## src/inc/supervisor_regs.svh

```systemverilog
/*
  Timing and width constants of the reset supervisor.
  Assumes a 100 MHz core clock; every time is given in its own unit and the
  cycle or tick counts are derived from it.
*/
`ifndef SUPERVISOR_REGS_SVH
`define SUPERVISOR_REGS_SVH

// ----------------------------------------------------------------------------
// clock and timebase
// ----------------------------------------------------------------------------
`define CLK_PERIOD_NS 10
`define TICK_TIME_NS 1000000
`define TICK_TIME_MS 1
`define TICK_CYCLES (`TICK_TIME_NS / `CLK_PERIOD_NS)
`define TICK_W 17
`define CNT_W 16

// ----------------------------------------------------------------------------
// reset hold and watchdog periods, counted in timebase ticks
// ----------------------------------------------------------------------------
`define HOLD_TIME_MS 200
`define HOLD_TICKS (`HOLD_TIME_MS / `TICK_TIME_MS)
`define HOLD_CAP_TIME_MS 250
`define HOLD_CAP_TICKS (`HOLD_CAP_TIME_MS / `TICK_TIME_MS)
`define WDT_TIME_MS 1600
`define WDT_TICKS (`WDT_TIME_MS / `TICK_TIME_MS)
`define WDT_START_TIME_MS 51000
`define WDT_START_TICKS (`WDT_START_TIME_MS / `TICK_TIME_MS)

// ----------------------------------------------------------------------------
// input qualification, in core clock cycles (least times round up)
// ----------------------------------------------------------------------------
`define MR_MIN_TIME_NS 1000
`define MR_MIN_CYCLES ((`MR_MIN_TIME_NS + `CLK_PERIOD_NS - 1) / `CLK_PERIOD_NS)
`define UV_ASSERT_CYCLES 1
`define UV_RELEASE_TIME_NS 1000
`define UV_RELEASE_CYCLES ((`UV_RELEASE_TIME_NS + `CLK_PERIOD_NS - 1) / `CLK_PERIOD_NS)
`define QUAL_W 8

`endif

```

## src/inc/supervisor_pkg.sv

```systemverilog
/*
  Types shared by the reset supervisor files.
  Assumes nothing beyond a SystemVerilog compiler.
*/
package supervisor_pkg;

  // sequencer states
  typedef enum logic {
    ST_HOLD,
    ST_RUN
  } state_t;

  // reason for the most recent reset
  typedef enum logic [1:0] {
    CAUSE_POR,
    CAUSE_UV,
    CAUSE_MR,
    CAUSE_WDT
  } cause_t;

endpackage : supervisor_pkg

```

## src/level_qualifier.sv

```systemverilog
/*
  Two-flop synchroniser followed by a level qualifier: the output takes a
  new level only after the input has shown it for a set number of cycles.
  Assumes one clock and a synchronous active-high reset.
*/
`timescale 1ns/10ps
`default_nettype none

module level_qualifier #(
  parameter logic [7:0] ASSERT_CYCLES = 8'h01,
  parameter logic [7:0] RELEASE_CYCLES = 8'h01
) (
  // clock and reset
  input wire logic clk_i,
  input wire logic rst_i,
  // raw level, active high
  input wire logic raw_i,
  // qualified level
  output logic level_o
);

  // --------------------------------------------------------------------------
  // synchroniser and stability counter
  // --------------------------------------------------------------------------
  logic sync1_r;
  logic sync2_r;
  logic [7:0] cnt_r;
  logic [7:0] cnt_nxt;
  logic level_nxt;

  // first flop feeds only the second
  always_ff @(posedge clk_i) begin
    if (rst_i) begin
      sync1_r <= 1'b0;
      sync2_r <= 1'b0;
    end else begin
      sync1_r <= raw_i;
      sync2_r <= sync1_r;
    end
  end

  // separate limits give the hysteresis in time
  wire [7:0] lim = sync2_r ? ASSERT_CYCLES : RELEASE_CYCLES;
  wire differs = (sync2_r != level_o);
  wire reached = differs && (cnt_r >= lim - 8'h01);

  // counter restarts whenever the input agrees with the output
  always_comb begin
    cnt_nxt = 8'h00;
    level_nxt = level_o;
    if (reached) begin
      level_nxt = sync2_r;
    end else if (differs) begin
      cnt_nxt = cnt_r + 8'h01;
    end
  end

  always_ff @(posedge clk_i) begin
    if (rst_i) begin
      cnt_r <= 8'h00;
      level_o <= 1'b0;
    end else begin
      cnt_r <= cnt_nxt;
      level_o <= level_nxt;
    end
  end

  // --------------------------------------------------------------------------
  // checks
  // --------------------------------------------------------------------------
  property p_qual_change;
    @(posedge clk_i) disable iff (rst_i)
      $changed(level_o) |-> level_o == $past(sync2_r);
  endproperty
  a_qual_change: assert property (p_qual_change)
    else $error("qualified level took a value the input did not show");

endmodule : level_qualifier

`default_nettype wire

```

## src/reset_supervisor.sv

```systemverilog
/*
  Reset supervisor: combines undervoltage flags, a debounced manual reset on
  a shared open-drain pin and a host-kicked watchdog into complementary
  reset outputs, held for a fixed time after every cause clears.
  Assumes the comparator flags are synchronous levels, the shared pin has an
  external pull-up, and SYS_RST_I is the power-up reset.
*/
// Behaviour
// reset on power-up, undervoltage, manual, watchdog
// high output and open-drain low together
// shared pin drives reset, reads debounced manual
// supply low flag always forces reset
// auxiliary low flag always forces reset
// hold reset until voltages good hold period
// power-up reset held through hold period
// qualification hysteresis prevents output chatter
// manual low for 1 us causes reset
// after manual release, hold period then release
// host toggles kick within each normal timeout
// untoggled kick at timeout forces reset
// kick edges and manual reset clear watchdog
// any reset clears the watchdog count
// long startup timeout never forces reset
// capacitor variant selects longer hold duration
// host holds each kick level 100 ns
// synchronised inputs, one tick timebase
// startup timeout ends at first kick or expiry
`timescale 1ns/10ps
`default_nettype none
`include "supervisor_regs.svh"

module reset_supervisor #(
  parameter logic [16:0] TICK_CYCLES = 17'(`TICK_CYCLES),
  parameter logic [15:0] HOLD_TICKS = 16'(`HOLD_TICKS),
  parameter logic [15:0] HOLD_CAP_TICKS = 16'(`HOLD_CAP_TICKS),
  parameter logic [15:0] WDT_TICKS = 16'(`WDT_TICKS),
  parameter logic [15:0] WDT_START_TICKS = 16'(`WDT_START_TICKS)
) (
  // clock and power-up reset
  input wire logic CLK_I,
  input wire logic SYS_RST_I,
  // comparator flags, high while below trip level
  input wire logic SUPPLY_LOW_I,
  input wire logic AUX_LOW_I,
  // high on the variant with the hold capacitor pin
  input wire logic HOLD_CAP_SEL_I,
  // watchdog kick from the host
  input wire logic WATCHDOG_KICK_IN_I,
  // shared open-drain reset and manual reset pin
  input wire logic RESET_LOW_MANUAL_PIN_I,
  output logic RESET_LOW_MANUAL_PIN_O,
  output logic RESET_LOW_MANUAL_PIN_OE_O,
  // push-pull reset and status
  output logic RESET_HIGH_O,
  output logic WDT_STARTUP_O,
  output var supervisor_pkg::cause_t LAST_CAUSE_O
);

  // --------------------------------------------------------------------------
  // declarations
  // --------------------------------------------------------------------------
  logic [16:0] tick_cnt_r;
  logic [15:0] hold_cnt_r;
  logic [15:0] hold_cnt_nxt;
  logic [15:0] wdt_cnt_r;
  logic [15:0] wdt_cnt_nxt;
  logic startup_r;
  logic startup_nxt;
  logic kick_s1_r;
  logic kick_s2_r;
  logic kick_s3_r;
  logic supply_q;
  logic aux_q;
  logic mr_q;
  supervisor_pkg::state_t state_r;
  supervisor_pkg::state_t state_nxt;
  supervisor_pkg::cause_t cause_nxt;

  // --------------------------------------------------------------------------
  // timebase
  // --------------------------------------------------------------------------
  // one divided tick drives every timeout, so all periods share one error
  wire tick = (tick_cnt_r == TICK_CYCLES - 17'h00001);

  always_ff @(posedge CLK_I) begin
    if (SYS_RST_I || tick) begin
      tick_cnt_r <= 17'h00000;
    end else begin
      tick_cnt_r <= tick_cnt_r + 17'h00001;
    end
  end

  // --------------------------------------------------------------------------
  // input qualification
  // --------------------------------------------------------------------------
  // undervoltage asserts fast but releases only after a quiet spell
  level_qualifier #(
    .ASSERT_CYCLES(8'(`UV_ASSERT_CYCLES)),
    .RELEASE_CYCLES(8'(`UV_RELEASE_CYCLES))
  ) u_supply_qual (
    .clk_i(CLK_I),
    .rst_i(SYS_RST_I),
    .raw_i(SUPPLY_LOW_I),
    .level_o(supply_q)
  );

  level_qualifier #(
    .ASSERT_CYCLES(8'(`UV_ASSERT_CYCLES)),
    .RELEASE_CYCLES(8'(`UV_RELEASE_CYCLES))
  ) u_aux_qual (
    .clk_i(CLK_I),
    .rst_i(SYS_RST_I),
    .raw_i(AUX_LOW_I),
    .level_o(aux_q)
  );

  // our own drive would read back as a press and latch reset forever, so the
  // pin is sensed only while released; a held button retriggers after hold
  wire mr_raw = ~RESET_LOW_MANUAL_PIN_I & ~RESET_LOW_MANUAL_PIN_OE_O;

  level_qualifier #(
    .ASSERT_CYCLES(8'(`MR_MIN_CYCLES)),
    .RELEASE_CYCLES(8'(`MR_MIN_CYCLES))
  ) u_mr_qual (
    .clk_i(CLK_I),
    .rst_i(SYS_RST_I),
    .raw_i(mr_raw),
    .level_o(mr_q)
  );

  // --------------------------------------------------------------------------
  // kick synchroniser and edge detect
  // --------------------------------------------------------------------------
  always_ff @(posedge CLK_I) begin
    if (SYS_RST_I) begin
      kick_s1_r <= 1'b0;
      kick_s2_r <= 1'b0;
      kick_s3_r <= 1'b0;
    end else begin
      kick_s1_r <= WATCHDOG_KICK_IN_I;
      kick_s2_r <= kick_s1_r;
      kick_s3_r <= kick_s2_r;
    end
  end

  // both edges count as a kick
  wire kick_edge = kick_s2_r ^ kick_s3_r;

  // --------------------------------------------------------------------------
  // cause decode
  // --------------------------------------------------------------------------
  wire in_hold = (state_r == supervisor_pkg::ST_HOLD);
  wire in_run = (state_r == supervisor_pkg::ST_RUN);
  wire uv_any = supply_q | aux_q;
  wire hold_cause = uv_any | mr_q;
  // hold duration stands for the external capacitor setting
  wire [15:0] hold_lim = HOLD_CAP_SEL_I ? HOLD_CAP_TICKS : HOLD_TICKS;
  wire hold_done = tick && (hold_cnt_r >= hold_lim - 16'h0001);
  wire [15:0] wdt_lim = startup_r ? WDT_START_TICKS : WDT_TICKS;
  wire wdt_done = in_run && tick && (wdt_cnt_r >= wdt_lim - 16'h0001);
  // expiry of the startup window never resets
  wire wdt_exp = wdt_done && !startup_r;
  // a stray edge right after reset falls in the hold state and is ignored
  wire startup_end = startup_r && in_run && (kick_edge || wdt_done);

  // --------------------------------------------------------------------------
  // sequencer
  // --------------------------------------------------------------------------
  always_comb begin
    state_nxt = state_r;
    cause_nxt = LAST_CAUSE_O;
    case (state_r)
      supervisor_pkg::ST_RUN: begin
        if (hold_cause || wdt_exp) begin
          state_nxt = supervisor_pkg::ST_HOLD;
          if (uv_any) begin
            cause_nxt = supervisor_pkg::CAUSE_UV;
          end else if (mr_q) begin
            cause_nxt = supervisor_pkg::CAUSE_MR;
          end else begin
            cause_nxt = supervisor_pkg::CAUSE_WDT;
          end
        end
      end
      supervisor_pkg::ST_HOLD: begin
        if (!hold_cause && hold_done) begin
          state_nxt = supervisor_pkg::ST_RUN;
        end
      end
      default: begin
        state_nxt = supervisor_pkg::ST_HOLD;
      end
    endcase
  end

  // hold count restarts while any cause is present
  always_comb begin
    hold_cnt_nxt = hold_cnt_r;
    if (!in_hold || hold_cause) begin
      hold_cnt_nxt = 16'h0000;
    end else if (tick) begin
      hold_cnt_nxt = hold_cnt_r + 16'h0001;
    end
  end

  // --------------------------------------------------------------------------
  // watchdog
  // --------------------------------------------------------------------------
  // counts only while running; reset, kicks and presses all clear it
  always_comb begin
    wdt_cnt_nxt = wdt_cnt_r;
    startup_nxt = startup_r;
    if (in_hold || kick_edge || mr_q || wdt_done) begin
      wdt_cnt_nxt = 16'h0000;
    end else if (tick) begin
      wdt_cnt_nxt = wdt_cnt_r + 16'h0001;
    end
    if (startup_end) begin
      startup_nxt = 1'b0;
    end
  end

  // --------------------------------------------------------------------------
  // state registers
  // --------------------------------------------------------------------------
  // power-up enters the hold state with the long watchdog window armed
  always_ff @(posedge CLK_I) begin
    if (SYS_RST_I) begin
      state_r <= supervisor_pkg::ST_HOLD;
      hold_cnt_r <= 16'h0000;
      wdt_cnt_r <= 16'h0000;
      startup_r <= 1'b1;
    end else begin
      state_r <= state_nxt;
      hold_cnt_r <= hold_cnt_nxt;
      wdt_cnt_r <= wdt_cnt_nxt;
      startup_r <= startup_nxt;
    end
  end

  // --------------------------------------------------------------------------
  // output registers
  // --------------------------------------------------------------------------
  // outputs follow the next state so they switch with the state itself
  always_ff @(posedge CLK_I) begin
    if (SYS_RST_I) begin
      RESET_HIGH_O <= 1'b1;
      RESET_LOW_MANUAL_PIN_OE_O <= 1'b1;
      RESET_LOW_MANUAL_PIN_O <= 1'b0;
      WDT_STARTUP_O <= 1'b1;
      LAST_CAUSE_O <= supervisor_pkg::CAUSE_POR;
    end else begin
      RESET_HIGH_O <= (state_nxt == supervisor_pkg::ST_HOLD);
      RESET_LOW_MANUAL_PIN_OE_O <= (state_nxt == supervisor_pkg::ST_HOLD);
      RESET_LOW_MANUAL_PIN_O <= 1'b0; // open drain only ever pulls low
      WDT_STARTUP_O <= startup_nxt;
      LAST_CAUSE_O <= cause_nxt;
    end
  end

  // --------------------------------------------------------------------------
  // assertions
  // --------------------------------------------------------------------------
  property p_pins_match;
    @(posedge CLK_I) disable iff (SYS_RST_I)
      (RESET_HIGH_O == RESET_LOW_MANUAL_PIN_OE_O) && !RESET_LOW_MANUAL_PIN_O;
  endproperty
  a_pins_match: assert property (p_pins_match)
    else $error("reset outputs disagree");
  property p_supply_reset;
    @(posedge CLK_I) disable iff (SYS_RST_I)
      supply_q |=> RESET_HIGH_O;
  endproperty
  a_supply_reset: assert property (p_supply_reset)
    else $error("supply low did not assert reset");
  property p_aux_reset;
    @(posedge CLK_I) disable iff (SYS_RST_I)
      aux_q |=> RESET_HIGH_O && RESET_LOW_MANUAL_PIN_OE_O;
  endproperty
  a_aux_reset: assert property (p_aux_reset)
    else $error("auxiliary low did not assert reset");
  property p_hold_release;
    @(posedge CLK_I) disable iff (SYS_RST_I)
      $fell(RESET_HIGH_O) |-> $past(hold_done) && !$past(hold_cause);
  endproperty
  a_hold_release: assert property (p_hold_release)
    else $error("reset released before the hold period");
  property p_mr_reset;
    @(posedge CLK_I) disable iff (SYS_RST_I)
      mr_q |=> RESET_HIGH_O;
  endproperty
  a_mr_reset: assert property (p_mr_reset)
    else $error("manual reset did not assert reset");
  property p_mr_hold;
    @(posedge CLK_I) disable iff (SYS_RST_I)
      $fell(mr_q) |-> RESET_HIGH_O [*2];
  endproperty
  a_mr_hold: assert property (p_mr_hold)
    else $error("reset dropped at manual release");
  property p_wdt_reset;
    @(posedge CLK_I) disable iff (SYS_RST_I)
      wdt_exp && !hold_cause |=> RESET_HIGH_O && LAST_CAUSE_O == supervisor_pkg::CAUSE_WDT;
  endproperty
  a_wdt_reset: assert property (p_wdt_reset)
    else $error("watchdog expiry did not assert reset");
  property p_kick_clear;
    @(posedge CLK_I) disable iff (SYS_RST_I)
      kick_edge |=> wdt_cnt_r == 16'h0000;
  endproperty
  a_kick_clear: assert property (p_kick_clear)
    else $error("kick edge did not clear the watchdog");
  property p_reset_clear;
    @(posedge CLK_I) disable iff (SYS_RST_I)
      in_hold |=> wdt_cnt_r == 16'h0000;
  endproperty
  a_reset_clear: assert property (p_reset_clear)
    else $error("watchdog counted during reset");
  property p_startup_quiet;
    @(posedge CLK_I) disable iff (SYS_RST_I)
      startup_r && in_run && !hold_cause |=> !RESET_HIGH_O;
  endproperty
  a_startup_quiet: assert property (p_startup_quiet)
    else $error("reset asserted inside the startup window");
  property p_startup_end;
    @(posedge CLK_I) disable iff (SYS_RST_I)
      startup_r && in_run && kick_edge |=> !startup_r && !WDT_STARTUP_O;
  endproperty
  a_startup_end: assert property (p_startup_end)
    else $error("first kick did not end the startup window");

  // --------------------------------------------------------------------------
  // coverage
  // --------------------------------------------------------------------------
  c_wdt_reset: cover property (@(posedge CLK_I) disable iff (SYS_RST_I) wdt_exp);
  c_mr_reset: cover property (@(posedge CLK_I) disable iff (SYS_RST_I) $rose(mr_q));
  c_startup_end: cover property (@(posedge CLK_I) disable iff (SYS_RST_I) $fell(startup_r));
  c_release: cover property (@(posedge CLK_I) disable iff (SYS_RST_I) $fell(RESET_HIGH_O));
endmodule : reset_supervisor

`default_nettype wire

```

## config.mk

```make
export PLATFORM = sky130hd
export DESIGN_NAME = reset_supervisor
export DESIGN_NICKNAME = d
export VERILOG_FILES = /design/src/inc/supervisor_pkg.sv /design/src/level_qualifier.sv /design/src/reset_supervisor.sv
export VERILOG_INCLUDE_DIRS = /design/src /design/src/inc
export SDC_FILE = /design/constraint.sdc
export NUM_CORES = 1
export LEC_CHECK = 0
export BUFFER_PORTS_ARGS = -buffer_cell sky130_fd_sc_hd__buf_4
export CAP_MARGIN = 20
export CORE_ASPECT_RATIO = 1.1
export CORE_MARGIN = 4
export CORE_UTILIZATION = 62
export DETAILED_ROUTE_END_ITERATION = 12
export HOLD_SLACK_MARGIN = 0.02
export PLACE_DENSITY_LB_ADDON = 0.15
export SLEW_MARGIN = 30
export SYNTH_ARGS = -nofsm -noshare
export SYNTH_HDL_FRONTEND = slang
export SYNTH_HIERARCHICAL = 1
export SYNTH_SLANG_ARGS = --single-unit
```

## constraint.sdc

```tcl
create_clock -name CLK_I -period 2.2 [get_ports CLK_I]
set_input_delay 0.44 -clock CLK_I [delete_from_list [all_inputs] [get_ports CLK_I]]
set_output_delay 0.44 -clock CLK_I [all_outputs]
set_load 0.02 [all_outputs]
```

Word-level counts from Yosys, hierarchy flattened --
Index checks and enable logic that the tools add are counted.
Storage, ports and cells: input bits 7, output and inout bits 6, register bits after elaboration 90
Cells by class: add/subtract/negate cells 10, reductions and logical operators 25, order comparisons 5, bitwise logic cells 11, muxes and demuxes 9, equality and inequality tests 4
Operators with widths (count):
- $add 16x1->16 const B | 2
- $ge 16x16->1 | 2
- $add 8x1->8 const B | 3
- $add 17x1->17 const B | 1
- $eq 17x17->1 const B | 1
- $ge 8x8->1 | 2
- $mux 16 | 1
- $sub 16x1->16 const B | 1
- $sub 8x1->8 const B | 2
- $mux 7 | 2
- $logic_and 1x1->1 | 10
- $reduce_or 3->1 | 3
- $sub 8x1->9 const B | 1
- $ge 8x7->1 const B | 1
- $logic_or 1x1->1 | 7
- $not 1->1 | 7
- $mux 6 | 1
- $reduce_or 2->1 | 2
- $mux 1 | 3
- $ne 1x1->1 | 3
- $logic_not 1->1 | 2
- $mux 2 | 1
- $or 1x1->1 | 2
- $pmux 1 s2 | 1
- other kinds (3) | 3

Logic depth before layout (Yosys ltp) --
word-level depth 9, mapped depth 8, mapped depth without buffers 7

By module --
Netlist, hierarchy kept.
Modules (own cells, without submodules):
- reset_supervisor | instances 1, cells each 325, seq. area each 1141.1 µm², area an instance 2796.4 µm²
- level_qualifier (u_aux_qual ...) | instances 2, cells each 53, seq. area each 220.2 µm², area an instance 506.7 µm²
- level_qualifier (u_mr_qual) | instances 1, cells each 47, seq. area each 220.2 µm², area an instance 460.4 µm²

Worst setup path after synthesis --
Ideal clock, no wire load.
kind register -> register, start point register WDT_STARTUP_O (netlist name), end point register wdt_cnt_r[10], stages on the path, launching flop included 9, required time 2136 ps, setup slack 161 ps, clock period less this slack 2039 ps, library setup time 64 ps, arrival time 1975 ps, cell sequence dfxtp_1 inv_1 ha_1 nand4_1 nor4_1 a311o_1 a211o_1 buf_6 nor2_1
RTL lines:
- end signal: assignment | RTL line reset_supervisor.sv:236 | wdt_cnt_r <= wdt_cnt_nxt;
- end: declaration | RTL line reset_supervisor.sv:65 | logic [15:0] wdt_cnt_r;

==> results.cfg <==
[status]
status = finished clean

[power]
ir_worst_vdd_mv = 0.531
p_leak_nw = 1.70
p_per_area_nw_per_um2 = 627
p_total_mw = 2.90

[hold_path]
hp-class = in -> reg

[synthesis]
synth-warning-count = 6
synthArstFlopShare = 0
synthesis.nets = 508
ys_seq_elements = 90
yosysUniqueCellTypes = 54
synth_seq_area_share = 0.422
netlist_instances = 478
synth_edf_count = 0
syn_area_um2 = 4270
synth-main-ff-cell = dfxtp_1
syn_area_per_cell_um2 = 8.93

[final_layout]
syn_to_final_growth_pct = 8.44
antenna_cells = 0
drive_gt1_frac = 0.106
layout_common_cells = 90 x dfxtp_1, 89 x nor2_1, 39 x xor2_1
nets = 524
final_common_cell = dfxtp_1

[worst_setup_path]
max_stage_delay_ps = 450
cp.arrival_ps = 2330
setup.worst_path.end_class = flop
cp_slowest_cell = a211o_2
crit_chain = inv_1 -> ha_1 -> nand4_1 -> nor4_1 -> a311o_1 -> a211o_2 -> a21oi_1
cp_max_fo = 16
required_ps = 2480
path_class = reg -> reg
start_kind = flop

[routing]
ant_nets = 0
drc = 0
wirelength_um = 7550
via_per_inst = 5.59
vias = 3241
drt_iter0_drc = 185
drtPass1Iterations = 5
wire_per_inst_um = 13.0

[floorplan]
initial_core_util = 0.644
pin_count = 13
num_rows = 31
die_h_um = 95.0
fp.dieArea_um2 = 8280
die_x_um = 87.1
coreArea_um2 = 6630

[timing]
fmax_mhz = 487
period_minus_slack_ps = 2050
hold_violations = 0
rsz0062_at_grt = no
maxSlewViolCount = 0
tns_ps = 0
setup_viol = 0
fin_crit_sh = 0.934
skew_ps = 9.15
tightest_slew_ps = 524
max_slew_margin = 0.647

[clocking]
clkLatencyLatePin_ps = 340
hold_buffers = 0
post_cts_buffers = 0
cts-resized-gates = 0
clock_sinks = 90
clk_pin_slew_ps = 80
numCtsBuffers = 9
clockBufferDepth = 2
cts_htree_levels = 3
cts_tree = yes
root_buffer = clkbuf_8

[global_route]
grt_pass1_wl_um = 13700
grt_max_degree = 18
grt_pass1_vias = 3120
antenna_found_initial = 0
grt_overflow_total = 0
grt_use_total = 0.205

[placement]
gp_congestion = 0.815
portBuffers = 11
place_hpwl_um = 5430

[run]
cap_violations = 0
-- logic make-up after synthesis --
logic type / synth area share
xor+xnor: 0.125
fa+ha+maj: 0.0674
compound gates: 0.0735
flops: 0.422
simple gates: 0.280
buf+inv: 0.0284
other cells: 0.00176
mux: 0.00234
-- metrics by stage --
step	instances	utilization	area, um2	setup WS, ps	hold slack, ps
2_1_floorplan	478	-	4270	161	414
3_3_place_gp	565	0.666	4420	110	420
3_5_place_dp	565	0.666	4420	76.7	428
4_1_cts	580	0.698	4630	58.1	300
5_1_grt	580	0.698	4630	11.0	303
6_report	580	0.698	4630	146	313
-- worst max-delay path: cells and delay by family, from the launching register on --
kind / cells / cell delay, ps
AOI/OAI and AO/OA: 3 / 1000
adders and majority gates: 1 / 330
buffers and inverters: 1 / 140
DFF: 1 / 400
and+or+nand+nor: 2 / 140
-- worst paths after layout --
kind	start	endpoint	slack, ps	depth (start not counted)
hold reg to reg	u_aux_qual/sync1_r	u_aux_qual/sync2_r	440	1
hold / removal	SUPPLY_LOW_I	u_supply_qual/sync1_r	310	2
setup / recovery	WDT_STARTUP_O	wdt_cnt_r[1]	150	7
setup reg to reg	WDT_STARTUP_O	wdt_cnt_r[1]	150	7
-- Yosys cell counts, types with 8 or more instances --
| library cell | number | area, um2 |
|---|---|---|
| o21ai_0 | 9 | 45.0 |
| ha_1 | 23 | 288 |
| xor2_1 | 39 | 342 |
| nand2_1 | 36 | 135 |
| nor3_1 | 11 | 55.1 |
| dfxtp_1 | 90 | 1800 |
| nor2_1 | 89 | 334 |
| nand4_1 | 15 | 93.8 |
| inv_1 | 13 | 48.8 |
| a21oi_1 | 8 | 40.0 |
| nor4_1 | 8 | 50.1 |
| nand3_1 | 30 | 150 |
| xnor2_1 | 22 | 193 |
| nor2b_1 | 10 | 62.6 |
-- power by group --
part / leakage (nW) / internal, mW / switching (mW)
logic: 0.878 / 0.0324 / 0.0411
registers: 0.727 / 1.64 / 0.0105
clock network: 0.0984 / 0.632 / 0.546
total: 1.70 / 2.30 / 0.598
-- area by class of cell --
type                            instances  area (um2)
Timing Repair Buffer                   16         120
Sequential cell                        90        1800
Inverter                               13        48.8
Fill cell                             541        2000
Clock inverter                          5        80.1
Multi-Input combinational cell        364        2350
Clock buffer                           10         128
Tap cell                               82         103
-- per-layer routing --
metal  up-vias  wire length, um  GRT usage
met4         0               95     0.0652
met5         -                0          0
met1      1512             3550      0.258
met3         9              207     0.0493
met2        41             3700      0.346
li1       1679                -          -
-- registers in the layout (all words and copies together) (netlist names), 2 cells and up --
signal and flops:
wdt_cnt_r 16, u_supply_qual/cnt_r 8, u_mr_qual/cnt_r 8, LAST_CAUSE_O 2, u_aux_qual/cnt_r 8, tick_cnt_r 17, hold_cnt_r 16
(Power assumes the default switching activity.)
